## src/abs_map.vh

```
// abs_map.vh: offsets, field positions, reset values and timing counts
// for the area 3 byte-selection memory timing block.
// assumes inclusion by bare name from the design files of this block.
`ifndef ABS_MAP_VH
`define ABS_MAP_VH

// register offset of the area control word
`define ABS_OFF_WAIT_CTRL   4'h0
// field positions inside the control word
`define ABS_BIT_BYTE_SEL    20
`define ABS_WAIT_HI         10
`define ABS_WAIT_LO         7
`define ABS_BIT_MASK        6
// reset values of the writable fields
`define ABS_RST_BYTE_SEL    1'b0
`define ABS_RST_WAIT        4'ha
`define ABS_RST_MASK        1'b0
// fixed phase lengths in bus clock cycles
`define ABS_SETUP_CYC       5'h01
`define ABS_HOLD_CYC        5'h01

`endif

```

## src/abs_area3_timing.v

```verilog
// abs_area3_timing.v: area 3 timing control for a byte-selection static
// memory: control word, access sequencer and memory strobe pins.
// assumes a single-cycle register port master and one access request at
// a time, given only while the block is not busy.
`timescale 1ns/100ps
`default_nettype none
`include "abs_map.vh"

// Functional notes
// - reserved control word bits read as zero
// - byte select matters only in byte-SRAM mode
// - select clear: lanes strobe, write line status
// - select set: lanes status, write line strobe
// - read wait code maps to listed cycle counts
// - reset: wait code 1010, select, mask zero
// - mask clear honours wait pin, set ignores
// - mask applies even with zero wait count
module abs_area3_timing #(
	parameter ADDR_W = 4
) (
	// clock, reset, clock enable
	input  wire              sys_clk_in,
	input  wire              rst_in,
	input  wire              ce_in,
	// register port
	input  wire [ADDR_W-1:0] reg_addr_in,
	input  wire [31:0]       reg_wdata_in,
	input  wire              reg_wr_in,
	input  wire              reg_rd_in,
	output reg  [31:0]       reg_rdata_out,
	// access requests from the bus side
	input  wire              sram_mode_in,
	input  wire              acc_req_in,
	input  wire              acc_write_in,
	input  wire [3:0]        acc_lanes_in,
	output wire              acc_busy_out,
	output reg               acc_done_out,
	// memory pins
	output reg               area_select_n_out,
	output reg  [3:0]        byte_lane_enable_n_out,
	output reg               rd_wr_n_out,
	output reg               rd_n_out,
	input  wire              wait_n_in
);

	// sequencer states
	localparam ST_IDLE  = 2'b00;
	localparam ST_SETUP = 2'b01;
	localparam ST_STRB  = 2'b10;
	localparam ST_HOLD  = 2'b11;

	reg        byte_access_select;   // lane/write line role select
	reg  [3:0] read_wait_count;      // wait code field
	reg        external_wait_mask;   // 1 ignores the wait pin
	reg  [1:0] state;                // sequencer state
	reg  [1:0] next_state;           // sequencer next state
	reg  [4:0] cnt;                  // phase cycle counter
	reg  [4:0] next_cnt;             // next counter value
	reg        acc_write;            // latched direction
	reg  [3:0] acc_lanes;            // latched lane mask
	wire       wait_level_n;         // filtered wait pin, low = wait
	wire       sel_eff;              // byte select as applied
	wire       is_write;             // direction for the next cycle
	wire [3:0] lanes;                // lanes for the next cycle

	////////////////////////////////////////////////////////////////////////
	// wait code to cycle count
	function [4:0] abs_wait_cycles;
		input [3:0] code;
		begin
			case (code)
				4'h7:    abs_wait_cycles = 5'h08;
				4'h8:    abs_wait_cycles = 5'h0a;
				4'h9:    abs_wait_cycles = 5'h0c;
				4'ha:    abs_wait_cycles = 5'h0e;
				4'hb:    abs_wait_cycles = 5'h12;
				4'hc:    abs_wait_cycles = 5'h18;
				default: abs_wait_cycles = {1'b0, code}; // 0..6; 13..15 never written
			endcase
		end
	endfunction

	////////////////////////////////////////////////////////////////////////
	// wait pin synchroniser
	abs_wait_sync u_wait_sync (
		.sys_clk_in (sys_clk_in),
		.rst_in     (rst_in),
		.ce_in      (ce_in),
		.pin_in     (wait_n_in),
		.level_out  (wait_level_n)
	);

	////////////////////////////////////////////////////////////////////////
	// control word writes and read data
	always @(posedge sys_clk_in or posedge rst_in) begin
		if (rst_in) begin
			byte_access_select <= `ABS_RST_BYTE_SEL;
			read_wait_count    <= `ABS_RST_WAIT;
			external_wait_mask <= `ABS_RST_MASK;
			reg_rdata_out      <= 32'h00000000;
		end else if (ce_in) begin
			// reserved bits of the write are dropped
			if (reg_wr_in && reg_addr_in == `ABS_OFF_WAIT_CTRL) begin
				byte_access_select <= reg_wdata_in[`ABS_BIT_BYTE_SEL];
				read_wait_count    <= reg_wdata_in[`ABS_WAIT_HI:`ABS_WAIT_LO];
				external_wait_mask <= reg_wdata_in[`ABS_BIT_MASK];
			end
			// read data for one cycle, zero elsewhere
			reg_rdata_out <= 32'h00000000;
			if (reg_rd_in && reg_addr_in == `ABS_OFF_WAIT_CTRL) begin
				reg_rdata_out[`ABS_BIT_BYTE_SEL]        <= byte_access_select;
				reg_rdata_out[`ABS_WAIT_HI:`ABS_WAIT_LO] <= read_wait_count;
				reg_rdata_out[`ABS_BIT_MASK]            <= external_wait_mask;
				// all other bits stay zero
			end
		end
	end

	////////////////////////////////////////////////////////////////////////
	// sequencer next state
	always @* begin
		next_state = state;
		next_cnt   = cnt;
		case (state)
			ST_IDLE: begin
				if (acc_req_in) begin
					next_state = ST_SETUP;
					next_cnt   = `ABS_SETUP_CYC - 5'h01;
				end
			end
			ST_SETUP: begin
				if (cnt == 5'h00) begin
					next_state = ST_STRB;
					next_cnt   = abs_wait_cycles(read_wait_count);
				end else begin
					next_cnt = cnt - 5'h01;
				end
			end
			ST_STRB: begin
				if (cnt != 5'h00) begin
					next_cnt = cnt - 5'h01;
				end else if (!external_wait_mask && !wait_level_n) begin
					// stretch while wait asserted, also at zero count
					next_cnt = 5'h00;
				end else begin
					next_state = ST_HOLD;
					next_cnt   = `ABS_HOLD_CYC - 5'h01;
				end
			end
			ST_HOLD: begin
				if (cnt == 5'h00) begin
					next_state = ST_IDLE;
				end else begin
					next_cnt = cnt - 5'h01;
				end
			end
			default: begin
				next_state = ST_IDLE;
				next_cnt   = 5'h00;
			end
		endcase
	end

	// byte select applies only with the byte-selection interface
	assign sel_eff      = byte_access_select & sram_mode_in;
	assign is_write     = (state == ST_IDLE) ? acc_write_in : acc_write;
	assign lanes        = (state == ST_IDLE) ? acc_lanes_in : acc_lanes;
	assign acc_busy_out = (state != ST_IDLE);

	////////////////////////////////////////////////////////////////////////
	// state, latched request and registered pins
	always @(posedge sys_clk_in or posedge rst_in) begin
		if (rst_in) begin
			state                  <= ST_IDLE;
			cnt                    <= 5'h00;
			acc_write              <= 1'b0;
			acc_lanes              <= 4'h0;
			acc_done_out           <= 1'b0;
			area_select_n_out      <= 1'b1;
			byte_lane_enable_n_out <= 4'hf;
			rd_wr_n_out            <= 1'b1;
			rd_n_out               <= 1'b1;
		end else if (ce_in) begin
			state        <= next_state;
			cnt          <= next_cnt;
			acc_done_out <= (state == ST_HOLD) && (next_state == ST_IDLE);
			if (state == ST_IDLE && acc_req_in) begin
				acc_write <= acc_write_in;
				acc_lanes <= acc_lanes_in;
			end
			// select asserted through the whole access
			area_select_n_out <= (next_state == ST_IDLE);
			// read strobe only in the strobe phase of reads
			rd_n_out <= !(next_state == ST_STRB && !is_write);
			if (next_state == ST_IDLE) begin
				byte_lane_enable_n_out <= 4'hf;
				rd_wr_n_out            <= 1'b1;
			end else if (!sel_eff) begin
				// lanes pulse as strobe, write line held as status
				byte_lane_enable_n_out <= (next_state == ST_STRB) ? ~lanes : 4'hf;
				rd_wr_n_out            <= !is_write;
			end else begin
				// lanes held as status, write line pulses as strobe
				byte_lane_enable_n_out <= ~lanes;
				rd_wr_n_out            <= !(is_write && next_state == ST_STRB);
			end
		end
	end

endmodule // abs_area3_timing
`default_nettype wire

```

## src/abs_wait_sync.v

```verilog
// abs_wait_sync.v: three-stage synchroniser with agreement filter for the
// external wait pin.
// assumes an asynchronous pin and the block clock with its clock enable.
`timescale 1ns/100ps
`default_nettype none

module abs_wait_sync (
	// clock and reset
	input  wire sys_clk_in,
	input  wire rst_in,
	input  wire ce_in,
	// pin in, filtered level out
	input  wire pin_in,
	output reg  level_out
);

	reg s1;   // first stage, read only by s2
	reg s2;   // second stage
	reg s3;   // third stage

	////////////////////////////////////////////////////////////////////////
	// shift chain, level taken when stages two and three agree
	always @(posedge sys_clk_in or posedge rst_in) begin
		if (rst_in) begin
			s1        <= 1'b1;
			s2        <= 1'b1;
			s3        <= 1'b1;
			level_out <= 1'b1;
		end else if (ce_in) begin
			s1 <= pin_in;
			s2 <= s1;
			s3 <= s2;
			if (s2 == s3) begin
				level_out <= s3;
			end
		end
	end

endmodule // abs_wait_sync
`default_nettype wire
```

## config.mk

```make
export PLATFORM = sky130hd
export DESIGN_NAME = abs_area3_timing
export DESIGN_NICKNAME = d
export VERILOG_FILES = /design/src/abs_area3_timing.v /design/src/abs_wait_sync.v
export VERILOG_INCLUDE_DIRS = /design/src
export SDC_FILE = /design/constraint.sdc
export NUM_CORES = 1
export LEC_CHECK = 0
export BUFFER_PORTS_ARGS = -buffer_cell sky130_fd_sc_hd__buf_2
export CAP_MARGIN = 10
export CORE_ASPECT_RATIO = 0.7
export CORE_MARGIN = 4
export CORE_UTILIZATION = 25
export CTS_BUF_LIST = sky130_fd_sc_hd__clkbuf_4
export DETAILED_ROUTE_END_ITERATION = 8
export MAX_ROUTING_LAYER = met4
export PLACE_DENSITY = 0.5
export SLEW_MARGIN = 0
export SYNTH_ARGS = -nofsm -noshare
export SYNTH_HDL_FRONTEND = slang
export SYNTH_HIERARCHICAL = 1
export SYNTH_SLANG_ARGS = --single-unit
export TNS_END_PERCENT = 100
```

## constraint.sdc

```tcl
create_clock -name sys_clk_in -period 2.9 [get_ports sys_clk_in]
set_input_delay 0.87 -clock sys_clk_in [delete_from_list [all_inputs] [get_ports sys_clk_in]]
set_output_delay 0.87 -clock sys_clk_in [all_outputs]
set_load 0.005 [all_outputs]
```

Yosys cells after proc, flatten, opt, wreduce, memory -nomap -nowiden

Cells that the tools add are included.

Register bits: 36
Logic and storage cells: 76
Output and inout bits: 41

Reductions and logical operators: 22
Equal/unequal tests: 13
Multiplexer cells: 21
Bitwise operators: 2
Add/sub/neg operators: 1

Operator list:

| operator                                                              | number |
|---|---|
| 5-bit one-hot mux with 6 select lines                                 | 1 |
| 5-bit two-way mux                                                     | 5 |
| 4-bit equality test, second input constant                            | 5 |
| 5-bit one-hot mux with 4 select lines                                 | 1 |
| 4-bit two-way mux                                                     | 4 |
| 2-bit two-way mux                                                     | 5 |
| 2-bit one-hot mux with 4 select lines                                 | 1 |
| 1-bit logical AND                                                     | 7 |
| 2-bit equality test, second input constant                            | 3 |
| 2-bit AND reduction                                                   | 3 |
| 1-bit logical NOT                                                     | 5 |
| 5-bit logical NOT                                                     | 1 |
| 5-bit nonzero test                                                    | 1 |
| 5-bit by 1-bit subtractor with 5-bit output, second input constant    | 1 |
| 4-bit by 3-bit equality test with 1-bit output, second input constant | 1 |
| 2-bit logical NOT                                                     | 2 |
| 4-bit logical NOT                                                     | 1 |
| 1-bit two-way mux                                                     | 4 |
| 2-bit inequality test, second input constant                          | 2 |
| 4-bit inverter                                                        | 1 |
| 3-bit AND reduction                                                   | 1 |
| 2-bit by 1-bit equality test with 1-bit output, second input constant | 1 |
| 2-bit nonzero test                                                    | 1 |
| 1-bit AND                                                             | 1 |
| 1-bit equality test                                                   | 1 |

Logic depth before layout (Yosys ltp)

Gate-level depths: netlist of the first run.

Depth after elaboration: 10
Depth in mapped cells: 6
Gate-level depth less buffers: 6

Cells and area by module

The synthesis of the first run kept the hierarchy.

By module, submodules not included:

| module           | sequential area each (um2) | cells each | area each (um2) | instances |
|---|---|---|---|---|
| abs_area3_timing | 812.0                      | 181        | 1,874.3         | 1 |
| abs_wait_sync    | 105.1                      | 11         | 165.2           | 1 |

Least setup slack after synthesis of the first run

OpenSTA, ideal clock, no wires.

Path type: input to register
From: input ce_in
To: register cnt[1]
Stages on the path: 4
Setup slack: 1,047 ps
Arrival time: 1,729 ps
Cell sequence: clkbuf_1 -> o31a_1 -> o31ai_1 -> a211o_1

Cells in the longest elaborated chain, start to end: 1

Ends and longest elaborated chain:

| item                                 | RTL line               | RTL |
|---|---|---|
| from (decl)                          | abs_area3_timing.v:24  | `input wire ce_in,` |
| 3-bit AND reduction (no source line) | --                     |  |
| to (signal assigned)                 | abs_area3_timing.v:185 | `cnt <= next_cnt;` |
| to (decl)                            | abs_area3_timing.v:57  | `reg [4:0] cnt;` |

No other way between the ends.
A chain may end at the register's enable or synchronous reset.

Worst setup path in the final report of the first run

From: register state[1]
To: output acc_busy_out

Cells in the longest elaborated chain, start to end: 1

Ends and longest elaborated chain:

| item                   | RTL line               | RTL |
|---|---|---|
| from (decl)            | abs_area3_timing.v:55  | `reg [1:0] state;` |
| from (signal assigned) | abs_area3_timing.v:184 | `state <= next_state;` |
| 2-bit nonzero test     | abs_area3_timing.v:168 | `assign acc_busy_out = (state != ST_IDLE);` |
| to (decl)              | abs_area3_timing.v:36  | `output wire acc_busy_out,` |

No other way between the ends.

==> flow_summary_export.csv, run 1 <==
group,metric,value,unit
outcome,outcome,"finished, final reports clean",
critical_path,critPathMaxFanout,16,
clocking,clock-root-buffer,"clkbuf_4",
detailed_routing,first_pass_iters,4,
floorplanning,coreArea,7905,um^2
layout,antenna_cells,0,
grt,grt_max_degree,33,
detailed_routing,vias_per_cell,4.415,
yosys,ys_seq_area_frac,0.4497,
clocking,cts_tree,"yes",
pwr,p_clk_frac,0.150,
clocking,postCtsSetupBuffers,0,
grt,gr-usage-all-layers,0.1011,
clocking,clock_path_buffers,2,
floorplanning,start_util,0.2580,
yosys,netlist_instances,192,
timing,drv_slew,0,
pwr,power,1.841,mW
pwr,p_sw,701.1,uW
layout,area.growth.synth_to_final,11.96,%
floorplanning,die_w,116.0,um
timing,slew_headroom,0.5896,
clocking,clkLatencyLatePin,0.35,ns
layout,drive_gt1_frac,0.3275,
critical_path,endpoint_kind,"output pin",
yosys,syn_area,2039,um^2
timing,setup_tns,0,ns
detailed_routing,drt_wl_total,4.544,mm
pwr,peakVddDrop,229.4,uV
detailed_routing,vias,1457,
floorplanning,num_rows,27,
pwr,power_frac_seq,0.472,
clocking,numCtsBuffers,5,
grt,overflow,0,
yosys,synth.largest_area_cell,"dfrtp_1",
clocking,cts-resized-gates,0,
critical_path,critPathLaunchType,"flop",
run,drv_cap,0,
pwr,power_density,806.1,nW/um^2
yosys,synth_edf_count,0,
clocking,numClockSinks,36,
detailed_routing,wl_per_cell,13.77,um
layout,final_common_cell,"buf_2",
placed_design,place_congestion,0.7781,
grt,grt_pass1_vias,1371,
floorplanning,ioPinCount,90,
floorplanning,dieArea,9690,um^2
timing,fin_skew,0.01188,ns
grt,antenna_found_initial,0,
pwr,power_leakage,1.035,nW
timing,rsz0062_at_grt,"false",
detailed_routing,ant_nets,0,
pwr,power.internal,1.140,mW
timing,hold_viol,0,
timing,finalCriticalPeriod,2.321,ns
placed_design,io_buffers,37,
timing,worst_slew_pin_slew,0.6104,ns
layout,n_fill_cell,840,
yosys,synthTopCellsByArea,"dfrtp_1, dfstp_2, buf_4, mux2_2, a22o_1",
yosys,ys_seq_elements,36,
clocking,ctsHoldBuffers,0,
pwr,swShare,0.3809,
yosys,yosys_warnings,6,
yosys,avgSynthCellArea,10.62,um^2
critical_path,criticalPathCategory,"reg2out",
hold_path,worstHoldPathType,"reg2reg",
yosys,synthFlopType,"dfrtp_1",
yosys,async_flop_share,1.000,
grt,grt_first_pass_wirelength,7.376,mm
detailed_routing,drc,0,
yosys,synth_top_area_frac,0.2822,
clocking,clk_pin_slew,0.11,ns
timing,finalSetupViolCount,0,
critical_path,arrival,1.45,ns
layout,finalNetCount,278,
layout,mostFrequentLayoutCells,"buf_2, conb_1, dfrtp_1",
placed_design,dp_hpwl,3.391,mm
clocking,h-tree-depth,2,
detailed_routing,first_iter_violations,92,
critical_path,required,2.03,ns
yosys,synthDistinctLibCells,51,
timing,min_period_over_period,0.8002,
floorplanning,die_y,83.57,um
timing,fmax,430.9,MHz
pwr,p_comb_frac,0.378,
[layout make-up]
cell class	count	area [um^2]	area share
multi-input cells	135	942.2	0.4126
clock buffers	6	45.04	0.01973
inverters	10	37.54	0.01644
well taps	101	126.4	0.05534
clock inverters	2	7.507	0.003288
flip-flops and latches	36	917.1	0.4016
repair buffers	40	207.7	0.09096
[per-stage QoR]
stage | worst slack [ns] | cell area [um^2] | hold WS, ns | cells | utilization
finish | 0.5793 | 2283 | 0.4938 | 330 | 0.2889
global route | 0.4607 | 2283 | 0.5204 | 330 | 0.2889
CTS | 0.5361 | 2283 | 0.5028 | 330 | 0.2889
detailed placement | 0.7351 | 2231 | 0.4754 | 322 | 0.2822
global placement | 0.7615 | 2231 | 0.4672 | 322 | 0.2822
floorplan | 1.047 | 2133 | 0.4574 | 217 | -
[critical path, cell delays in order (launching register included)]
cell,delay (ns)
dfrtp_1,0.71
nor2_1,0.11
inv_1,0.15
buf_2,0.14
[synth_stat cells, types with 3 or more instances]
library cell,n
buf_4,26
dfrtp_1,23
dfstp_2,13
mux2_2,10
inv_1,9
a22o_1,8
nand2_1,8
clkbuf_1,7
mux2i_1,7
nor2_1,7
o21ai_0,7
nand2b_1,6
o22a_1,4
a21oi_1,3
buf_2,3
mux2_1,3
nand3_1,3
o21ai_1,3
[cell families after synthesis]
logic type                 share of synthesized area
muxes                                         0.1061
buffers and inverters                         0.1344
other                                       0.001839
DFF                                           0.4497
xor gates and xnor gates                    0.004295
and+or+nand+nor                               0.1147
AOI/OAI and AO/OA                             0.1828
adders and majority gates                   0.006134
[registers in the layout, summed over array words and instances, names as in the netlist]
| signal | cells |
|---|---|
| acc_done_out | 1 |
| byte_access_select | 1 |
| u_wait_sync/level_out | 1 |
| area_select_n_out | 1 |
| acc_lanes | 4 |
| external_wait_mask | 1 |
| rd_wr_n_out | 1 |
| reg_rdata_out | 6 |
| acc_write | 1 |
| byte_lane_enable_n_out | 4 |
| read_wait_count | 4 |
| rd_n_out | 1 |
| u_wait_sync/s2 | 1 |
| u_wait_sync/s1 | 1 |
| u_wait_sync/s3 | 1 |
| state | 2 |
| cnt | 5 |
[layer usage]
layer | share of wire | track usage
met1 | 0.52 | 0.1482
met2 | 0.42 | 0.1269
met3 | 0.061 | 0.04058
met4 | 0.0046 | 0.02529
met5 | 0 | -
[power by group through the flow]
stage | clock, mW | sequential [mW] | combinational (mW)
after floorplan | 0 | 0.788 | 0.600
after global routing | 0.316 | 0.897 | 0.796
final | 0.276 | 0.868 | 0.696
after global placement | 0 | 0.875 | 0.692
after detailed placement | 0 | 0.880 | 0.700
after CTS | 0.295 | 0.870 | 0.704
[path summary, 6_finish.rpt]
kind,from,to,slack [ns],cells past startpoint
setup / recovery,state[1],acc_busy_out,0.58,3
hold / removal,acc_lanes[1],acc_lanes[1],0.49,1
setup reg to reg,cnt[0],cnt[2],0.85,6
hold reg to reg,acc_lanes[1],acc_lanes[1],0.49,1
max in group asynchronous,rst_in,byte_lane_enable_n_out[3],1.95,3
min in group asynchronous,rst_in,u_wait_sync/level_out,0.59,2
Power figures use the tool's default switching activity.
==> inputs of run 2 (changes only) <==
- ABC_AREA: not set -> 1
- clock period: 2.9 -> 2.37 ns (I/O delays scaled with it)
==> flow_summary_export.csv, run 2 <==
group,metric,value,unit
yosys,syn_area,2039,um^2
layout,mostFrequentLayoutCells,"nand2_1, buf_2, inv_1",
timing,finalSetupViolCount,0,
floorplanning,die_w,116.0,um
critical_path,cpPeakStageDelay,0.48,ns
layout,finalNetCount,351,
timing,fin_skew,0.01596,ns
clocking,numClockSinks,36,
timing,rsz0062_at_grt,"false",
yosys,synthAdderAreaFrac,0.006135,
grt,grt_max_degree,33,
timing,fin_ws,0.3225,ns
placed_design,place_inst,395,
yosys,synth_mux_area_frac,0.01104,
placed_design,io_buffers,37,
clocking,clk_pin_slew,0.12,ns
yosys,synthDistinctLibCells,31,
yosys,synthTopCellsByArea,"dfrtp_1, dfstp_2, nand2_1, buf_4, o21ai_0",
clocking,cts_tree,"yes",
critical_path,r2r-end,"byte_lane_enable_n_out[1]",
yosys,async_flop_share,1.000,
critical_path,required,1.66,ns
pwr,power.internal,1.282,mW
pwr,p_sw,898.7,uW
yosys,ys_seq_area_frac,0.4497,
critical_path,worstSetupStartpoint,"state[0]",
run,drv_cap,0,
detailed_routing,ant_nets,0,
timing,setup_tns,0,ns
detailed_routing,first_iter_violations,52,
timing,fmax,488.4,MHz
placed_design,post-place-ws,0.5805,ns
pwr,swShare,0.4122,
clocking,h-tree-depth,2,
floorplanning,die_y,83.57,um
floorplanning,ioPinCount,90,
yosys,netlist_instances,257,
critical_path,critPathLaunchType,"flop",
yosys,synth-simple-area-share,0.2644,
critical_path,arrival,1.34,ns
yosys,yosysMostFrequentCell,"nand2_1",
timing,hold_viol,0,
critical_path,criticalPathCategory,"reg2out",
clocking,clock_path_buffers,2,
yosys,avgSynthCellArea,7.936,um^2
placed_design,dp_hpwl,3.481,mm
detailed_routing,first_pass_iters,4,
yosys,synth_edf_count,0,
yosys,ys_seq_elements,36,
yosys,synth_top_area_frac,0.2822,
floorplanning,start_util,0.2580,
critical_path,r2r_cells,9,
yosys,synth_compound_area_frac,0.1018,
timing,finalCriticalPeriod,2.048,ns
detailed_routing,drt_wl_total,4.546,mm
placed_design,place_congestion,0.7912,
critical_path,reg2reg_slack,0.69,ns
critical_path,cp_cell_sequence,"nor2_4 -> inv_4 -> buf_2",
yosys,synth_top_family_by_area,"simple AND/OR/NAND/NOR gates",
timing,min_period_over_period,0.8639,
clocking,cts-resized-gates,0,
critical_path,critPathBufInv,2,
detailed_routing,wl_per_cell,11.28,um
timing,holdWs,0.4506,ns
outcome,outcome,"finished, final reports clean",
grt,grt_first_pass_wirelength,7.541,mm
yosys,synth.largest_area_cell,"dfrtp_1",
yosys,synthFlopType,"dfrtp_1",
layout,antenna_cells,0,
detailed_routing,vias_per_cell,4.077,
yosys,synth_xor_area_frac,0.008589,
critical_path,reg2reg_from,"cnt[0]",
pwr,power_density,941.4,nW/um^2
detailed_routing,drc,0,
pwr,power_frac_seq,0.437,
detailed_routing,vias,1643,
clocking,clkLatencyLatePin,0.35,ns
clocking,clock-root-buffer,"clkbuf_4",
grt,gr-usage-all-layers,0.1003,
layout,regMostFlops,"reg_rdata_out",
layout,largest_reg_flops,6,
clocking,ctsHoldBuffers,0,
critical_path,critPathMaxFanout,10,
timing,drv_slew,0,
layout,top_regs,"reg_rdata_out (6), cnt (5)",
critical_path,path_depth,3,
pwr,p_clk_frac,0.151,
layout,final_common_cell,"nand2_1",
hold_path,worstHoldPathType,"in2async",
floorplanning,coreArea,7905,um^2
layout,area.growth.synth_to_final,13.56,%
clocking,numCtsBuffers,5,
pwr,power,2.180,mW
critical_path,cpLargestDelayFamily,"flip-flops",
layout,drive_gt1_frac,0.2550,
yosys,yosys_warnings,6,
pwr,p_comb_frac,0.412,
critical_path,critPathCapture,"acc_busy_out",
floorplanning,dieArea,9690,um^2
pwr,power_leakage,1.199,nW
critical_path,endpoint_kind,"output pin",
grt,grt_pass1_vias,1534,
clocking,postCtsSetupBuffers,0,
grt,overflow,0,
critical_path,cpMaxStageDelayCell,"dfrtp_1",
pwr,peakVddDrop,215.4,uV
grt,antenna_found_initial,0,
yosys,ys_top_cells_by_count,"nand2_1, inv_1, buf_4, o21ai_0, dfrtp_1",
layout,fin_cells,403,
floorplanning,num_rows,27,
## run 2: changes by cell type in the layout (fill, tap and decap cells not counted), sizes merged, moves of 8 or more
| cell | previous run | this run |
|---|---|---|
| o21ai | 10 | 26 |
| inv | 9 | 29 |
| nand2 | 8 | 67 |
| nor2 | 7 | 22 |
| mux2 | 13 | 2 |
| a22o | 8 | 0 |
| nand3 | 4 | 19 |
## run 2: area by class of cell
cell class | instances | area (um^2)
Clock buffer | 6 | 45.04
Clock inverter | 2 | 7.507
Fill cell | 885 | 5589
Inverter | 30 | 115.1
Multi-Input combinational cell | 188 | 897.1
Sequential cell | 36 | 917.1
Tap cell | 101 | 126.4
Timing Repair Buffer | 40 | 207.7
## run 2: power by group through the flow
stage | Combinational (mW) | Clock, mW | Sequential [mW]
5_1_grt | 1.03 | 0.370 | 0.980
2_1_floorplan | 0.683 | 0 | 0.942
3_5_place_dp | 0.908 | 0 | 0.962
6_report | 0.899 | 0.329 | 0.953
4_1_cts | 0.909 | 0.348 | 0.954
3_3_place_gp | 0.885 | 0 | 0.961
## run 2: worst min-delay path by stage
stage                     startpoint               end  depth (start not counted)
finish                        rst_in            cnt[2]                          3
global route                  rst_in    u_wait_sync/s2                          2
CTS                           rst_in    u_wait_sync/s2                          2
detailed placement  reg_rdata_out[6]  reg_rdata_out[6]                          2
global placement        acc_lanes[3]      acc_lanes[3]                          2
floorplan               acc_lanes[0]      acc_lanes[0]                          2
## run 2: logic make-up after synthesis
logic type | after synthesis
xor+xnor | 2
mux | 2
simple gates | 118
fa+ha+maj | 1
buf+inv | 58
flops | 36
other cells | 1
compound gates | 39
## run 2: metal layers
metal | GRT usage | share of wire | vias up
li1 | - | - | 853
met1 | 0.1472 | 0.54 | 743
met2 | 0.1311 | 0.39 | 40
met3 | 0.03043 | 0.056 | 7
met4 | 0.02845 | 0.012 | 0
met5 | - | 0 | -
## run 2: stage by stage
| step | utilization | cell area [um^2] |
|---|---|---|
| 6_report | 0.2930 | 2316 |
| 2_1_floorplan | - | 2133 |
| 3_5_place_dp | 0.2863 | 2263 |
| 4_1_cts | 0.2930 | 2316 |
| 3_3_place_gp | 0.2863 | 2263 |
| 5_1_grt | 0.2930 | 2316 |
## run 2: worst min-delay path: stages
cell   delay [ns]
buf_2        0.11
inv_1        0.04
buf_4        0.36
